--- src/rtl/gdr_pkg.sv ---
// register map and field layout of the gate driver control bank
// assumes a 32-bit axi4-lite bus, one aligned word per register
package gdr_pkg;
  // register indices and byte addresses (index times four)
  localparam logic [3:0] IDX_DEV_CFG = 4'h4;
  localparam logic [3:0] IDX_BRG_CFG = 4'h5;
  localparam logic [3:0] IDX_HS_CUR = 4'h6;
  localparam logic [3:0] IDX_LS_CUR = 4'h7;
  localparam logic [7:0] ADDR_DEV_CFG = {2'h0, IDX_DEV_CFG, 2'h0};
  localparam logic [7:0] ADDR_BRG_CFG = {2'h0, IDX_BRG_CFG, 2'h0};
  localparam logic [7:0] ADDR_HS_CUR = {2'h0, IDX_HS_CUR, 2'h0};
  localparam logic [7:0] ADDR_LS_CUR = {2'h0, IDX_LS_CUR, 2'h0};
  // reset values
  localparam logic [7:0] RST_DEV_CFG = 8'h06;
  localparam logic [7:0] RST_BRG_CFG = 8'h00;
  localparam logic [7:0] RST_HS_CUR = 8'hff;
  localparam logic [7:0] RST_LS_CUR = 8'hff;
  // device_config fields
  localparam int DC_ENABLE = 7;
  localparam int DC_SSC_OFF = 6;
  localparam int DC_IN1_SEL = 5;
  localparam int DC_IN2_SEL = 4;
  localparam int DC_KEY_HI = 3;
  localparam int DC_KEY_LO = 1;
  localparam int DC_CLEAR = 0;
  // bridge_config fields
  localparam int BC_HS_OFF = 7;
  localparam int BC_MODE_HI = 6;
  localparam int BC_MODE_LO = 5;
  localparam int BC_FW = 4;
  localparam int BC_SOFT_IN1 = 3;
  localparam int BC_SOFT_IN2 = 2;
  localparam int BC_FLOAT1 = 1;
  localparam int BC_FLOAT2 = 0;
  // lock key codes
  localparam logic [2:0] KEY_UNLOCK = 3'h3;
  localparam logic [2:0] KEY_LOCK = 3'h6;
  // bridge modes
  localparam logic [1:0] MODE_HALF = 2'h0;
  localparam logic [1:0] MODE_PH_EN = 2'h1;
  localparam logic [1:0] MODE_PWM = 2'h2;
  localparam logic [1:0] MODE_SPLIT = 2'h3;
  // axi responses
  localparam logic [1:0] RESP_OKAY = 2'h0;
  localparam logic [1:0] RESP_SLVERR = 2'h2;
  // states, one-hot
  typedef enum logic [1:0] {LK_OPEN = 2'b01, LK_SHUT = 2'b10} gdr_lock_t;
  typedef enum logic [1:0] {WR_IDLE = 2'b01, WR_RESP = 2'b10} gdr_wr_t;
endpackage : gdr_pkg

--- src/rtl/gdr_regs.sv ---
// control register bank of an h-bridge gate driver
// assumes an axi4-lite master on clock; pins arrive asynchronously
//
// Notes on behaviour
// enable low forces pulldowns, ignores inputs; high lets inputs drive.
// configuration bit 6 set turns spread spectrum clocking off.
// configuration bit 5 picks pin or soft bit for input one.
// configuration bit 4 picks pin or soft bit for input two.
// key 011 unlocks, key 110 locks; locked bank takes only key writes.
// any other key value leaves the lock state unchanged.
// writing one to clear bit clears latched faults, bit returns to zero.
// bridge bit 7 set disables the gate monitor dead-time handshake.
// bridge bits 6-5 choose half, phase/enable, pwm or split control.
// bridge bit 4 picks low-side or high-side freewheeling.
// bridge bit 3 drives input one only when soft source selected.
// bridge bit 2 drives input two only when soft source selected.
// in half mode, bit 1 ORed with pin request floats half one.
// in half mode, bit 0 ORed with pin request floats half two.
// high-side source code 0..15 maps 0.5 mA up to 62 mA.
// high-side sink code uses the same sixteen-step mapping.
// low-side register holds source and sink codes, both reset 1111.
// clear write gives one pulse, stored bit drops next cycle.
// while locked, non-key bits of every register stay unchanged.
//
// Local design decision: the AXI4-Lite slave port.
`timescale 1ns/1ps
module gdr_regs
  import gdr_pkg::*;
(
  input wire logic clock, // 200 mhz system clock
  input wire logic rst_b, // synchronous reset, active low
  input wire logic [7:0] s_axi_awaddr, // write address
  input wire logic s_axi_awvalid, // write address valid
  output logic s_axi_awready, // write address ready
  input wire logic [31:0] s_axi_wdata, // write data
  input wire logic [3:0] s_axi_wstrb, // write byte strobes
  input wire logic s_axi_wvalid, // write data valid
  output logic s_axi_wready, // write data ready
  output logic [1:0] s_axi_bresp, // write response
  output logic s_axi_bvalid, // write response valid
  input wire logic s_axi_bready, // write response ready
  input wire logic [7:0] s_axi_araddr, // read address
  input wire logic s_axi_arvalid, // read address valid
  output logic s_axi_arready, // read address ready
  output logic [31:0] s_axi_rdata, // read data
  output logic [1:0] s_axi_rresp, // read response
  output logic s_axi_rvalid, // read data valid
  input wire logic s_axi_rready, // read data ready
  input wire logic input1_pin, // input/enable pin
  input wire logic input2_pin, // input/phase pin
  input wire logic float_pin_half1_b, // half 1 float request, low
  input wire logic float_pin_half2_b, // half 2 float request, low
  output logic gate_output_enable, // driver enabled
  output logic spread_spectrum_off, // spread spectrum disabled
  output logic gate_handshake_off, // dead-time handshake disabled
  output logic [1:0] bridge_control_mode, // input control scheme
  output logic freewheel_side_select, // 1 = high-side freewheel
  output logic input1_signal, // selected input one
  output logic input2_signal, // selected input two
  output logic half1_pulldown, // half 1 gate pulldowns on
  output logic half2_pulldown, // half 2 gate pulldowns on
  output logic [3:0] high_side_source_current, // hs source code
  output logic [3:0] high_side_sink_current, // hs sink code
  output logic [3:0] low_side_source_current, // ls source code
  output logic [3:0] low_side_sink_current, // ls sink code
  output logic clear_latched_faults, // one-cycle fault clear pulse
  output logic regs_locked // bank is write-locked
);

  // ------------------------------------------------------------
  // address decode
  // ------------------------------------------------------------

  // map a byte address to {hit, register slot}
  function automatic logic [2:0] map_index(input logic [7:0] a);
    logic [2:0] r;
    r = 3'h0;
    case (a)
      ADDR_DEV_CFG: r = 3'h4;
      ADDR_BRG_CFG: r = 3'h5;
      ADDR_HS_CUR: r = 3'h6;
      ADDR_LS_CUR: r = 3'h7;
      default: r = 3'h0;
    endcase
    return r;
  endfunction : map_index

  // ------------------------------------------------------------
  // state
  // ------------------------------------------------------------

  logic [7:0] dev_cfg_reg;
  logic [7:0] brg_cfg_reg;
  logic [7:0] hs_cur_reg;
  logic [7:0] ls_cur_reg;
  gdr_lock_t lock_reg;
  gdr_wr_t wr_state_reg;
  logic [7:0] awaddr_reg;
  logic aw_held_reg;
  logic [7:0] wdata_reg;
  logic wlane_reg;
  logic w_held_reg;
  logic [1:0] bresp_reg;
  logic [31:0] rdata_reg;
  logic [1:0] rresp_reg;
  logic rvalid_reg;
  logic [1:0] pin_meta_reg;
  logic [1:0] pin_sync_reg;
  logic [1:0] flt_meta_reg;
  logic [1:0] flt_sync_reg;
  logic [1:0] in_sel_reg;
  logic [1:0] pulldown_reg;
  logic [2:0] wr_map;
  logic wr_fire;
  logic wr_dev;
  logic wr_brg;
  logic wr_hs;
  logic wr_ls;
  logic open_now;
  logic [2:0] key_in;

  // ------------------------------------------------------------
  // axi write channel
  // ------------------------------------------------------------

  assign s_axi_awready = !aw_held_reg && (wr_state_reg == WR_IDLE);
  assign s_axi_wready = !w_held_reg && (wr_state_reg == WR_IDLE);
  assign s_axi_bvalid = (wr_state_reg == WR_RESP);
  assign s_axi_bresp = bresp_reg;

  // hold address and data until both have arrived
  always_ff @(posedge clock) begin
    if (!rst_b) begin
      aw_held_reg <= 1'b0;
      awaddr_reg <= 8'h00;
    end else if (s_axi_awvalid && s_axi_awready) begin
      aw_held_reg <= 1'b1;
      awaddr_reg <= s_axi_awaddr;
    end else if (s_axi_bvalid && s_axi_bready) begin
      aw_held_reg <= 1'b0;
    end
  end

  always_ff @(posedge clock) begin
    if (!rst_b) begin
      w_held_reg <= 1'b0;
      wdata_reg <= 8'h00;
      wlane_reg <= 1'b0;
    end else if (s_axi_wvalid && s_axi_wready) begin
      w_held_reg <= 1'b1;
      wdata_reg <= s_axi_wdata[7:0];
      wlane_reg <= s_axi_wstrb[0];
    end else if (s_axi_bvalid && s_axi_bready) begin
      w_held_reg <= 1'b0;
    end
  end

  // write happens once, in the cycle both halves are held
  assign wr_fire = aw_held_reg && w_held_reg && (wr_state_reg == WR_IDLE);
  assign wr_map = map_index(awaddr_reg);
  assign wr_dev = wr_fire && wlane_reg && (wr_map == 3'h4);
  assign wr_brg = wr_fire && wlane_reg && (wr_map == 3'h5);
  assign wr_hs = wr_fire && wlane_reg && (wr_map == 3'h6);
  assign wr_ls = wr_fire && wlane_reg && (wr_map == 3'h7);
  assign key_in = wdata_reg[DC_KEY_HI:DC_KEY_LO];
  assign open_now = (lock_reg == LK_OPEN);

  // response sequencer
  always_ff @(posedge clock) begin
    if (!rst_b) begin
      wr_state_reg <= WR_IDLE;
      bresp_reg <= RESP_OKAY;
    end else begin
      case (wr_state_reg)
        WR_IDLE: begin
          if (wr_fire) begin
            wr_state_reg <= WR_RESP;
            bresp_reg <= wr_map[2] ? RESP_OKAY : RESP_SLVERR;
          end
        end
        WR_RESP: begin
          if (s_axi_bready) begin
            wr_state_reg <= WR_IDLE;
          end
        end
        default: wr_state_reg <= WR_IDLE;
      endcase
    end
  end

  // ------------------------------------------------------------
  // lock state
  // ------------------------------------------------------------

  // key codes open or shut
  // other keys hold state
  always_ff @(posedge clock) begin
    if (!rst_b) begin
      lock_reg <= LK_OPEN;
    end else if (wr_dev) begin
      case (key_in)
        KEY_UNLOCK: lock_reg <= LK_OPEN;
        KEY_LOCK: lock_reg <= LK_SHUT;
        default: lock_reg <= lock_reg;
      endcase
    end
  end

  assign regs_locked = (lock_reg == LK_SHUT);

  // ------------------------------------------------------------
  // registers
  // ------------------------------------------------------------

  // device_config; key field always writable
  always_ff @(posedge clock) begin
    if (!rst_b) begin
      dev_cfg_reg <= RST_DEV_CFG;
    end else if (wr_dev) begin
      dev_cfg_reg[DC_KEY_HI:DC_KEY_LO] <= key_in;
      // locked keeps other bits
      if (open_now) begin
        dev_cfg_reg[7:4] <= wdata_reg[7:4];
        dev_cfg_reg[DC_CLEAR] <= wdata_reg[DC_CLEAR];
      end else begin
        dev_cfg_reg[DC_CLEAR] <= 1'b0;
      end
    end else begin
      // clear bit drops next cycle
      dev_cfg_reg[DC_CLEAR] <= 1'b0;
    end
  end

  // one-cycle fault clear
  assign clear_latched_faults = dev_cfg_reg[DC_CLEAR];

  // bridge_config
  always_ff @(posedge clock) begin
    if (!rst_b) begin
      brg_cfg_reg <= RST_BRG_CFG;
    end else if (wr_brg && open_now) begin
      brg_cfg_reg <= wdata_reg;
    end
  end

  // high-side source and sink codes
  // same mapping for sink
  always_ff @(posedge clock) begin
    if (!rst_b) begin
      hs_cur_reg <= RST_HS_CUR;
    end else if (wr_hs && open_now) begin
      hs_cur_reg <= wdata_reg;
    end
  end

  // low-side codes, reset 1111
  always_ff @(posedge clock) begin
    if (!rst_b) begin
      ls_cur_reg <= RST_LS_CUR;
    end else if (wr_ls && open_now) begin
      ls_cur_reg <= wdata_reg;
    end
  end

  // ------------------------------------------------------------
  // axi read channel
  // ------------------------------------------------------------

  assign s_axi_arready = !rvalid_reg;
  assign s_axi_rvalid = rvalid_reg;
  assign s_axi_rdata = rdata_reg;
  assign s_axi_rresp = rresp_reg;

  // one read in flight, answered the cycle after the address
  always_ff @(posedge clock) begin
    if (!rst_b) begin
      rvalid_reg <= 1'b0;
      rdata_reg <= 32'h0000_0000;
      rresp_reg <= RESP_OKAY;
    end else if (s_axi_arvalid && s_axi_arready) begin
      rvalid_reg <= 1'b1;
      rresp_reg <= RESP_OKAY;
      case (map_index(s_axi_araddr))
        3'h4: rdata_reg <= {24'h000000, dev_cfg_reg};
        3'h5: rdata_reg <= {24'h000000, brg_cfg_reg};
        3'h6: rdata_reg <= {24'h000000, hs_cur_reg};
        3'h7: rdata_reg <= {24'h000000, ls_cur_reg};
        default: begin
          rdata_reg <= 32'h0000_0000;
          rresp_reg <= RESP_SLVERR;
        end
      endcase
    end else if (s_axi_rready) begin
      rvalid_reg <= 1'b0;
    end
  end

  // ------------------------------------------------------------
  // pin synchronisers
  // ------------------------------------------------------------

  // two flops per pin, index 0 = half one
  always_ff @(posedge clock) begin
    if (!rst_b) begin
      pin_meta_reg <= 2'h0;
      pin_sync_reg <= 2'h0;
      flt_meta_reg <= 2'h3;
      flt_sync_reg <= 2'h3;
    end else begin
      pin_meta_reg <= {input2_pin, input1_pin};
      pin_sync_reg <= pin_meta_reg;
      flt_meta_reg <= {float_pin_half2_b, float_pin_half1_b};
      flt_sync_reg <= flt_meta_reg;
    end
  end

  // ------------------------------------------------------------
  // per half-bridge output control
  // ------------------------------------------------------------

  genvar gi;
  generate
    for (gi = 0; gi < 2; gi++) begin : g_half
      logic src_soft;
      logic soft_val;
      logic soft_float;
      logic float_req;
      logic sel_bit_reg;
      logic pull_bit_reg;
      // source select bits
      assign src_soft = (gi == 0) ? dev_cfg_reg[DC_IN1_SEL] :
                                    dev_cfg_reg[DC_IN2_SEL];
      // soft input bits
      assign soft_val = (gi == 0) ? brg_cfg_reg[BC_SOFT_IN1] :
                                    brg_cfg_reg[BC_SOFT_IN2];
      assign soft_float = (gi == 0) ? brg_cfg_reg[BC_FLOAT1] :
                                      brg_cfg_reg[BC_FLOAT2];
      // float request, half mode only
      assign float_req = (brg_cfg_reg[BC_MODE_HI:BC_MODE_LO] == MODE_HALF)
                         && (soft_float || !flt_sync_reg[gi]);

      // selected input, registered
      always_ff @(posedge clock) begin
        if (!rst_b) begin
          sel_bit_reg <= 1'b0;
        end else begin
          sel_bit_reg <= src_soft ? soft_val : pin_sync_reg[gi];
        end
      end
      assign in_sel_reg[gi] = sel_bit_reg;

      // disabled driver pulls both gates down
      always_ff @(posedge clock) begin
        if (!rst_b) begin
          pull_bit_reg <= 1'b1;
        end else begin
          pull_bit_reg <= !dev_cfg_reg[DC_ENABLE] || float_req;
        end
      end
      assign pulldown_reg[gi] = pull_bit_reg;
    end
  endgenerate

  // inputs ignored while disabled
  assign input1_signal = in_sel_reg[0] && dev_cfg_reg[DC_ENABLE];
  assign input2_signal = in_sel_reg[1] && dev_cfg_reg[DC_ENABLE];
  assign half1_pulldown = pulldown_reg[0];
  assign half2_pulldown = pulldown_reg[1];

  // ------------------------------------------------------------
  // configuration outputs
  // ------------------------------------------------------------

  assign gate_output_enable = dev_cfg_reg[DC_ENABLE];
  // spread spectrum off
  assign spread_spectrum_off = dev_cfg_reg[DC_SSC_OFF];
  // handshake off
  assign gate_handshake_off = brg_cfg_reg[BC_HS_OFF];
  // bridge control mode
  assign bridge_control_mode = brg_cfg_reg[BC_MODE_HI:BC_MODE_LO];
  // freewheel side
  assign freewheel_side_select = brg_cfg_reg[BC_FW];
  assign high_side_source_current = hs_cur_reg[7:4];
  assign high_side_sink_current = hs_cur_reg[3:0];
  assign low_side_source_current = ls_cur_reg[7:4];
  assign low_side_sink_current = ls_cur_reg[3:0];

endmodule : gdr_regs
--- config.mk ---
export PLATFORM = sky130hd
export DESIGN_NAME = gdr_regs
export DESIGN_NICKNAME = d
export VERILOG_FILES = /design/src/rtl/gdr_pkg.sv /design/src/rtl/gdr_regs.sv
export SDC_FILE = /design/constraint.sdc
export NUM_CORES = 1
export LEC_CHECK = 0
export BUFFER_PORTS_ARGS = -buffer_cell sky130_fd_sc_hd__buf_4
export CAP_MARGIN = 20
export CORE_MARGIN = 5
export CORE_UTILIZATION = 40
export CTS_BUF_LIST = sky130_fd_sc_hd__clkbuf_8
export DETAILED_ROUTE_END_ITERATION = 10
export GPL_TIMING_DRIVEN = 0
export PLACE_DENSITY = 0.67
export SLEW_MARGIN = 0
export SYNTH_ARGS = -nofsm -noshare
export SYNTH_HDL_FRONTEND = slang
export SYNTH_SLANG_ARGS = --single-unit
--- constraint.sdc ---
create_clock -name clock -period 5 [get_ports clock]
set_clock_uncertainty 0.1 [all_clocks]
set_input_delay 0.25 -clock clock [delete_from_list [all_inputs] [get_ports clock]]
set_output_delay 0.25 -clock clock [all_outputs]
set_load 0.01 [all_outputs]
Word level (Yosys, flattened, before mapping) --
Cells that the tools add are included.
Storage, ports and cells: register bits 104, input port bits 63, output and inout bits 69, word-level logic and storage cells 108
Cells by class: equality and inequality tests 24, mux-type cells 18, reduce and logical (&&, ||, !) cells 41
Operator list (count):
- equality test 8 x 5 -> 1 bit (second input constant) | 8
- one-hot mux 8 bit (4 select lines) | 1
- equality test 3 bit (second input constant) | 9
- one-hot mux 3 bit (4 select lines) | 2
- logical AND 1 bit | 20
- 2-to-1 mux 2 bit | 4
- one-hot mux 2 bit (2 select lines) | 2
- AND reduction 2 bit | 4
- nonzero test 2 bit | 4
- 2-to-1 mux 1 bit | 7
- logical NOT 1 bit | 6
- 2-to-1 mux 3 bit | 2
- equality test 2 x 1 -> 1 bit (second input constant) | 2
- equality test 2 bit (second input constant) | 2
- logical OR 1 bit | 4
- OR reduction 4 bit | 1
- equality test 3 x 2 -> 1 bit (second input constant) | 1
- AND reduction 3 bit | 1
- logical NOT 2 bit | 1
- != test 2 x 1 -> 1 bit (second input constant) | 1
- != test 2 bit (second input constant) | 1

Logic depth before layout (Yosys ltp) --
word-level depth 7, mapped depth 5, gate-level depth less buffers 4

Least setup slack after synthesis --
No wires, ideal clock.
path type register to register, start point reg awaddr_reg[5], end point reg lock_reg[0], setup time 114 ps, arrival time 1502 ps, required time 4786 ps, slack 3283 ps, cell stages (with the launch flop) 5, buffers on the path 0, clock period less this slack 1717 ps, cells stage by stage dfxtp_1 -> or4b_4 -> nor4_4 -> mux2i_1 -> a21bo_1
Between the ends: longest elaborated chain between the ends 5, elaborated cells between the ends (all ways) 8, classes of those cells eq/ne (5); mux (1); reduce/logical (2)
RTL lines:
- from (decl) | line gdr_regs.sv:98 | logic [7:0] awaddr_reg;
- from (signal assigned) | line gdr_regs.sv:138 | awaddr_reg <= s_axi_awaddr;
- equality test 8 x 5 -> 1 bit | line gdr_regs.sv:78 | case (a)
- one-hot mux 3 bit (4 select lines) (*) | line gdr_regs.sv:78
- equality test 3 bit (*) | line gdr_regs.sv:161 | assign wr_dev = wr_fire && wlane_reg && (wr_map == 3'h4);
- logical AND 1 bit (*) | line gdr_regs.sv:161
- AND reduction 2 bit (no line) (*)
- to (signal assigned) | line gdr_regs.sv:204 | default: lock_reg <= lock_reg;
- to (decl) | line gdr_regs.sv:96 | gdr_lock_t lock_reg;
Mark *: on every way between the ends. The rest lies on a longest branch, timed or not. A chain may end at the register's enable or synchronous reset.

Worst setup path after layout --
start point reg wr_state_reg[1], end point reg hs_cur_reg[6]
Between the ends: longest elaborated chain between the ends 5
RTL lines:
- from (decl) | line gdr_regs.sv:97 | gdr_wr_t wr_state_reg;
- from (signal assigned) | line gdr_regs.sv:171 | wr_state_reg <= WR_IDLE;
- from (signal assigned) | line gdr_regs.sv:177 | wr_state_reg <= WR_RESP;
- from (signal assigned) | line gdr_regs.sv:183 | wr_state_reg <= WR_IDLE;
- equality test 2 x 1 -> 1 bit | line gdr_regs.sv:159 | assign wr_fire = aw_held_reg && w_held_reg && (wr_state_reg == WR_IDLE);
- logical AND 1 bit | line gdr_regs.sv:159
- logical AND 1 bit (2 in series) | line gdr_regs.sv:163 | assign wr_hs = wr_fire && wlane_reg && (wr_map == 3'h6);
- logical AND 1 bit | line gdr_regs.sv:251 | end else if (wr_hs && open_now) begin
- to (signal assigned) | line gdr_regs.sv:252 | hs_cur_reg <= wdata_reg;
- to (decl) | line gdr_regs.sv:94 | logic [7:0] hs_cur_reg;
No other way between the ends.

==> results.md <==
* Initial antenna violation count at 0
* Top FF cell, synth: dfxtp_1
* Die Y-Extent at 103 um
* Setup ws final at 3.11 ns
* Crit Path Max Fanout at 9
* Largest net degree at the start of global routing at 15
* Post-synthesis cell area at 3430 sq um
* Global-route wire length before repair at 12300 um
* Core ar. at 8300 sq um
* Slew @ Worst Pin at 0.594 ns
* Placer Congestion at 0.797
* Final instance area at 4500 sq um
* Status: completed
* Slowest stage cell on the critical path: nor4b_4
* Synth Area per Inst at 10.3 sq um
* H-tree Lvls at 3
* Initial DRC count at 74
* CTS sink count at 78
* Switching power at 323 uW
* Flop pwr share at 47.6%
* Setup TNS at 0 ns
* Yosys warns at 0
* Core Rows at 33
* WP data required at 5.13 ns
* Number of gates resized after cts at 0
* WL/cell at 14.1 um
* Leakage at 2.10 nW
* Max-slew violations at 0
* Hold_buf cts at 3
* Number of synthesized flops with an enable pin at 0
* DR vias at 2615
* Final setup viols at 0
* Root buf cell: clkbuf_8
* Pre-CTS WS at 3.11 ns
* Final-report hold violation count at 0
* Slew margin rel. at 60.4%
* RSZ-0062 raised after global routing: false
* FILL cells at 748
* Unique masters post-synth at 37
* Total congestion overflow at 0
* Antenna-violating nets left at 0
* Worst path cell trace: nor4b_4 > nand4_2 > mux2i_1 > nand2_1
* Worst skew pair latency at 0.35 ns
* HPWL Detailed at 6200 um
* Switch share at 23.3%
* DRC at 0
* Clock power share at 42.6%
* Drt first pass iters at 4
* Max Clk Rate at 530 MHz
* Num CTS Buffers at 9
* #FFs+latches synth at 78
* Seq/Total Area, Yosys at 45.5%
* Startpoint Class: flip-flop
* Final wirelength at 7880 um
* Hold_ws at 0.00473 ns
* DR vias/cell at 4.69
* WP data arrival at 2.02 ns
* CP Capture Type: flip-flop
* Die area at 10500 sq um
* CP peak stage delay at 0.48 ns
* Setup Buffers After CTS at 0
* Placed Area at 4220 sq um
* Crit share post-route at 37.8%
* N_diodes at 0
* Share of cells above drive strength 1 at 30.5%
* Post-synth ARST share at 0%
* CTS tree: built
* Kind of critical path: flip-flop to flip-flop
* Logic pwr share at 9.9%
* Nets at 511
* Max_cap viols at 0
* Cell count after synthesis at 334
* Starting Density at 41.3%
* Number of global-route vias before repair at 2503
* Die W at 103 um
* Post-synth top area share at 45.5%
* I/O pin count at 132
* Port Buffers at 75
* Clock transition at path regs at 0.08 ns
* Pint at 1.06 mW
* Worst-case clock buffer depth at 2
* Hold Crit Class: input pin to flip-flop
* Power per cell area at 307 nW/um^2
* Synth area leaders: dfxtp_1, mux2i_1, buf_4, nand2_1, nor2b_1
* Yosys top cell by area: dfxtp_1
* Peak supply drop at 0.000146 V
* Tmin final at 1.89 ns
* Global-route usage over all layers at 15.2%
* Synthesis-to-finish area growth at 31.3%
* Core Util, Final at 54.3%
## routing by layer
metal	global-route usage [%]	up-vias	part of all wire, %
met4	6.26	0	2.0
met2	24.2	78	45
met5	0	-	0
met1	19.9	1197	45
met3	3.45	15	7.5
li1	-	1325	-
## power by group through the flow
stage	clock (mW)	combinational (mW)	sequential, mW
floorplan	0	0.0915	0.667
global placement	0	0.133	0.671
detailed placement	0	0.135	0.672
CTS	0.596	0.137	0.657
global route	0.615	0.152	0.661
finish	0.589	0.136	0.658
## final timing paths
path	from	end	slack (ns)	cells past startpoint
worst max-delay path	wr_state_reg[1]$_SDFFE_PN0P_	hs_cur_reg[6]$_SDFFE_PN1P_	3.11	4
worst min-delay path	input2_pin	pin_meta_reg[1]$_SDFF_PN0_	0.005	2
worst max register to register	wr_state_reg[1]$_SDFFE_PN0P_	hs_cur_reg[6]$_SDFFE_PN1P_	3.11	4
worst min register to register	flt_meta_reg[1]$_SDFF_PN1_	flt_sync_reg[1]$_SDFF_PN1_	0.31	1
## through the flow
stage / total power [mW] / std cells
6_report: 1.38 / 558
5_1_grt: 1.43 / 558
4_1_cts: 1.39 / 558
3_5_place_dp: 0.807 / 539
3_3_place_gp: 0.804 / 539
2_1_floorplan: 0.759 / 359
## cell usage in the layout, fill, tap and decap left out, types with 2 or more instances in the layout
cell           Yosys  final
buf_4             28    103
dfxtp_1           78     78
nand2_1           56     56
mux2i_1           32     32
nor2b_1           31     31
conb_1             1     26
a21boi_0          17     17
clkbuf_1          13     13
clkbuf_8           0     10
and2_1             8      8
mux4_2             8      8
a22oi_1            8      8
nor3b_1            5      5
inv_1              5      5
o21ai_0            5      5
nand2b_1           5      5
a21oi_1            4      4
nand4_2            3      3
bufinv_16          0      3
dlygate4sd3_1      0      3
nor4b_4            2      2
and3b_1            2      2
or4b_4             2      2
nor4_4             2      2
and3_1             2      2
o311ai_0           2      2
o211ai_1           2      2
inv_6              0      2
## kinds of logic after synthesis
| logic type | share of synthesized area [%] |
|---|---|
| muxes | 14.6 |
| AOI/OAI and AO/OA | 8.53 |
| DFF | 45.5 |
| buffers and inverters | 8.21 |
| and+or+nand+nor | 23.0 |
| other | 0.109 |
## layout make-up
type                            count  area, sq um  area share (%)
Buffer                             42          263            5.83
Clock buffer                       10          138            3.06
Clock inverter                      6          116            2.58
Inverter                            5         18.8           0.417
Multi-Input combinational cell    234         1680            37.3
Sequential cell                    78         1560            34.7
Tap cell                          105          131            2.92
Timing Repair Buffer               78          593            13.2
## worst max-delay path: cells and delay by family (launching register included)
| family | cells | cell delay (ns) |
|---|---|---|
| mux | 1 | 0.27 |
| flops | 1 | 0.38 |
| simple gates | 3 | 1.01 |
## Yosys cell counts, types with 2 or more instances
library cell	n
or4b_4	2
a22oi_1	8
nor4_4	2
a21oi_1	4
nor2b_1	31
nand2b_1	5
and2_1	8
nor4b_4	2
o21ai_0	5
buf_4	28
dfxtp_1	78
inv_1	5
and3_1	2
nand4_2	3
a21boi_0	17
clkbuf_1	13
o211ai_1	2
and3b_1	2
o311ai_0	2
mux4_2	8
mux2i_1	32
nand2_1	56
nor3b_1	5
(Power assumes the default switching activity.)
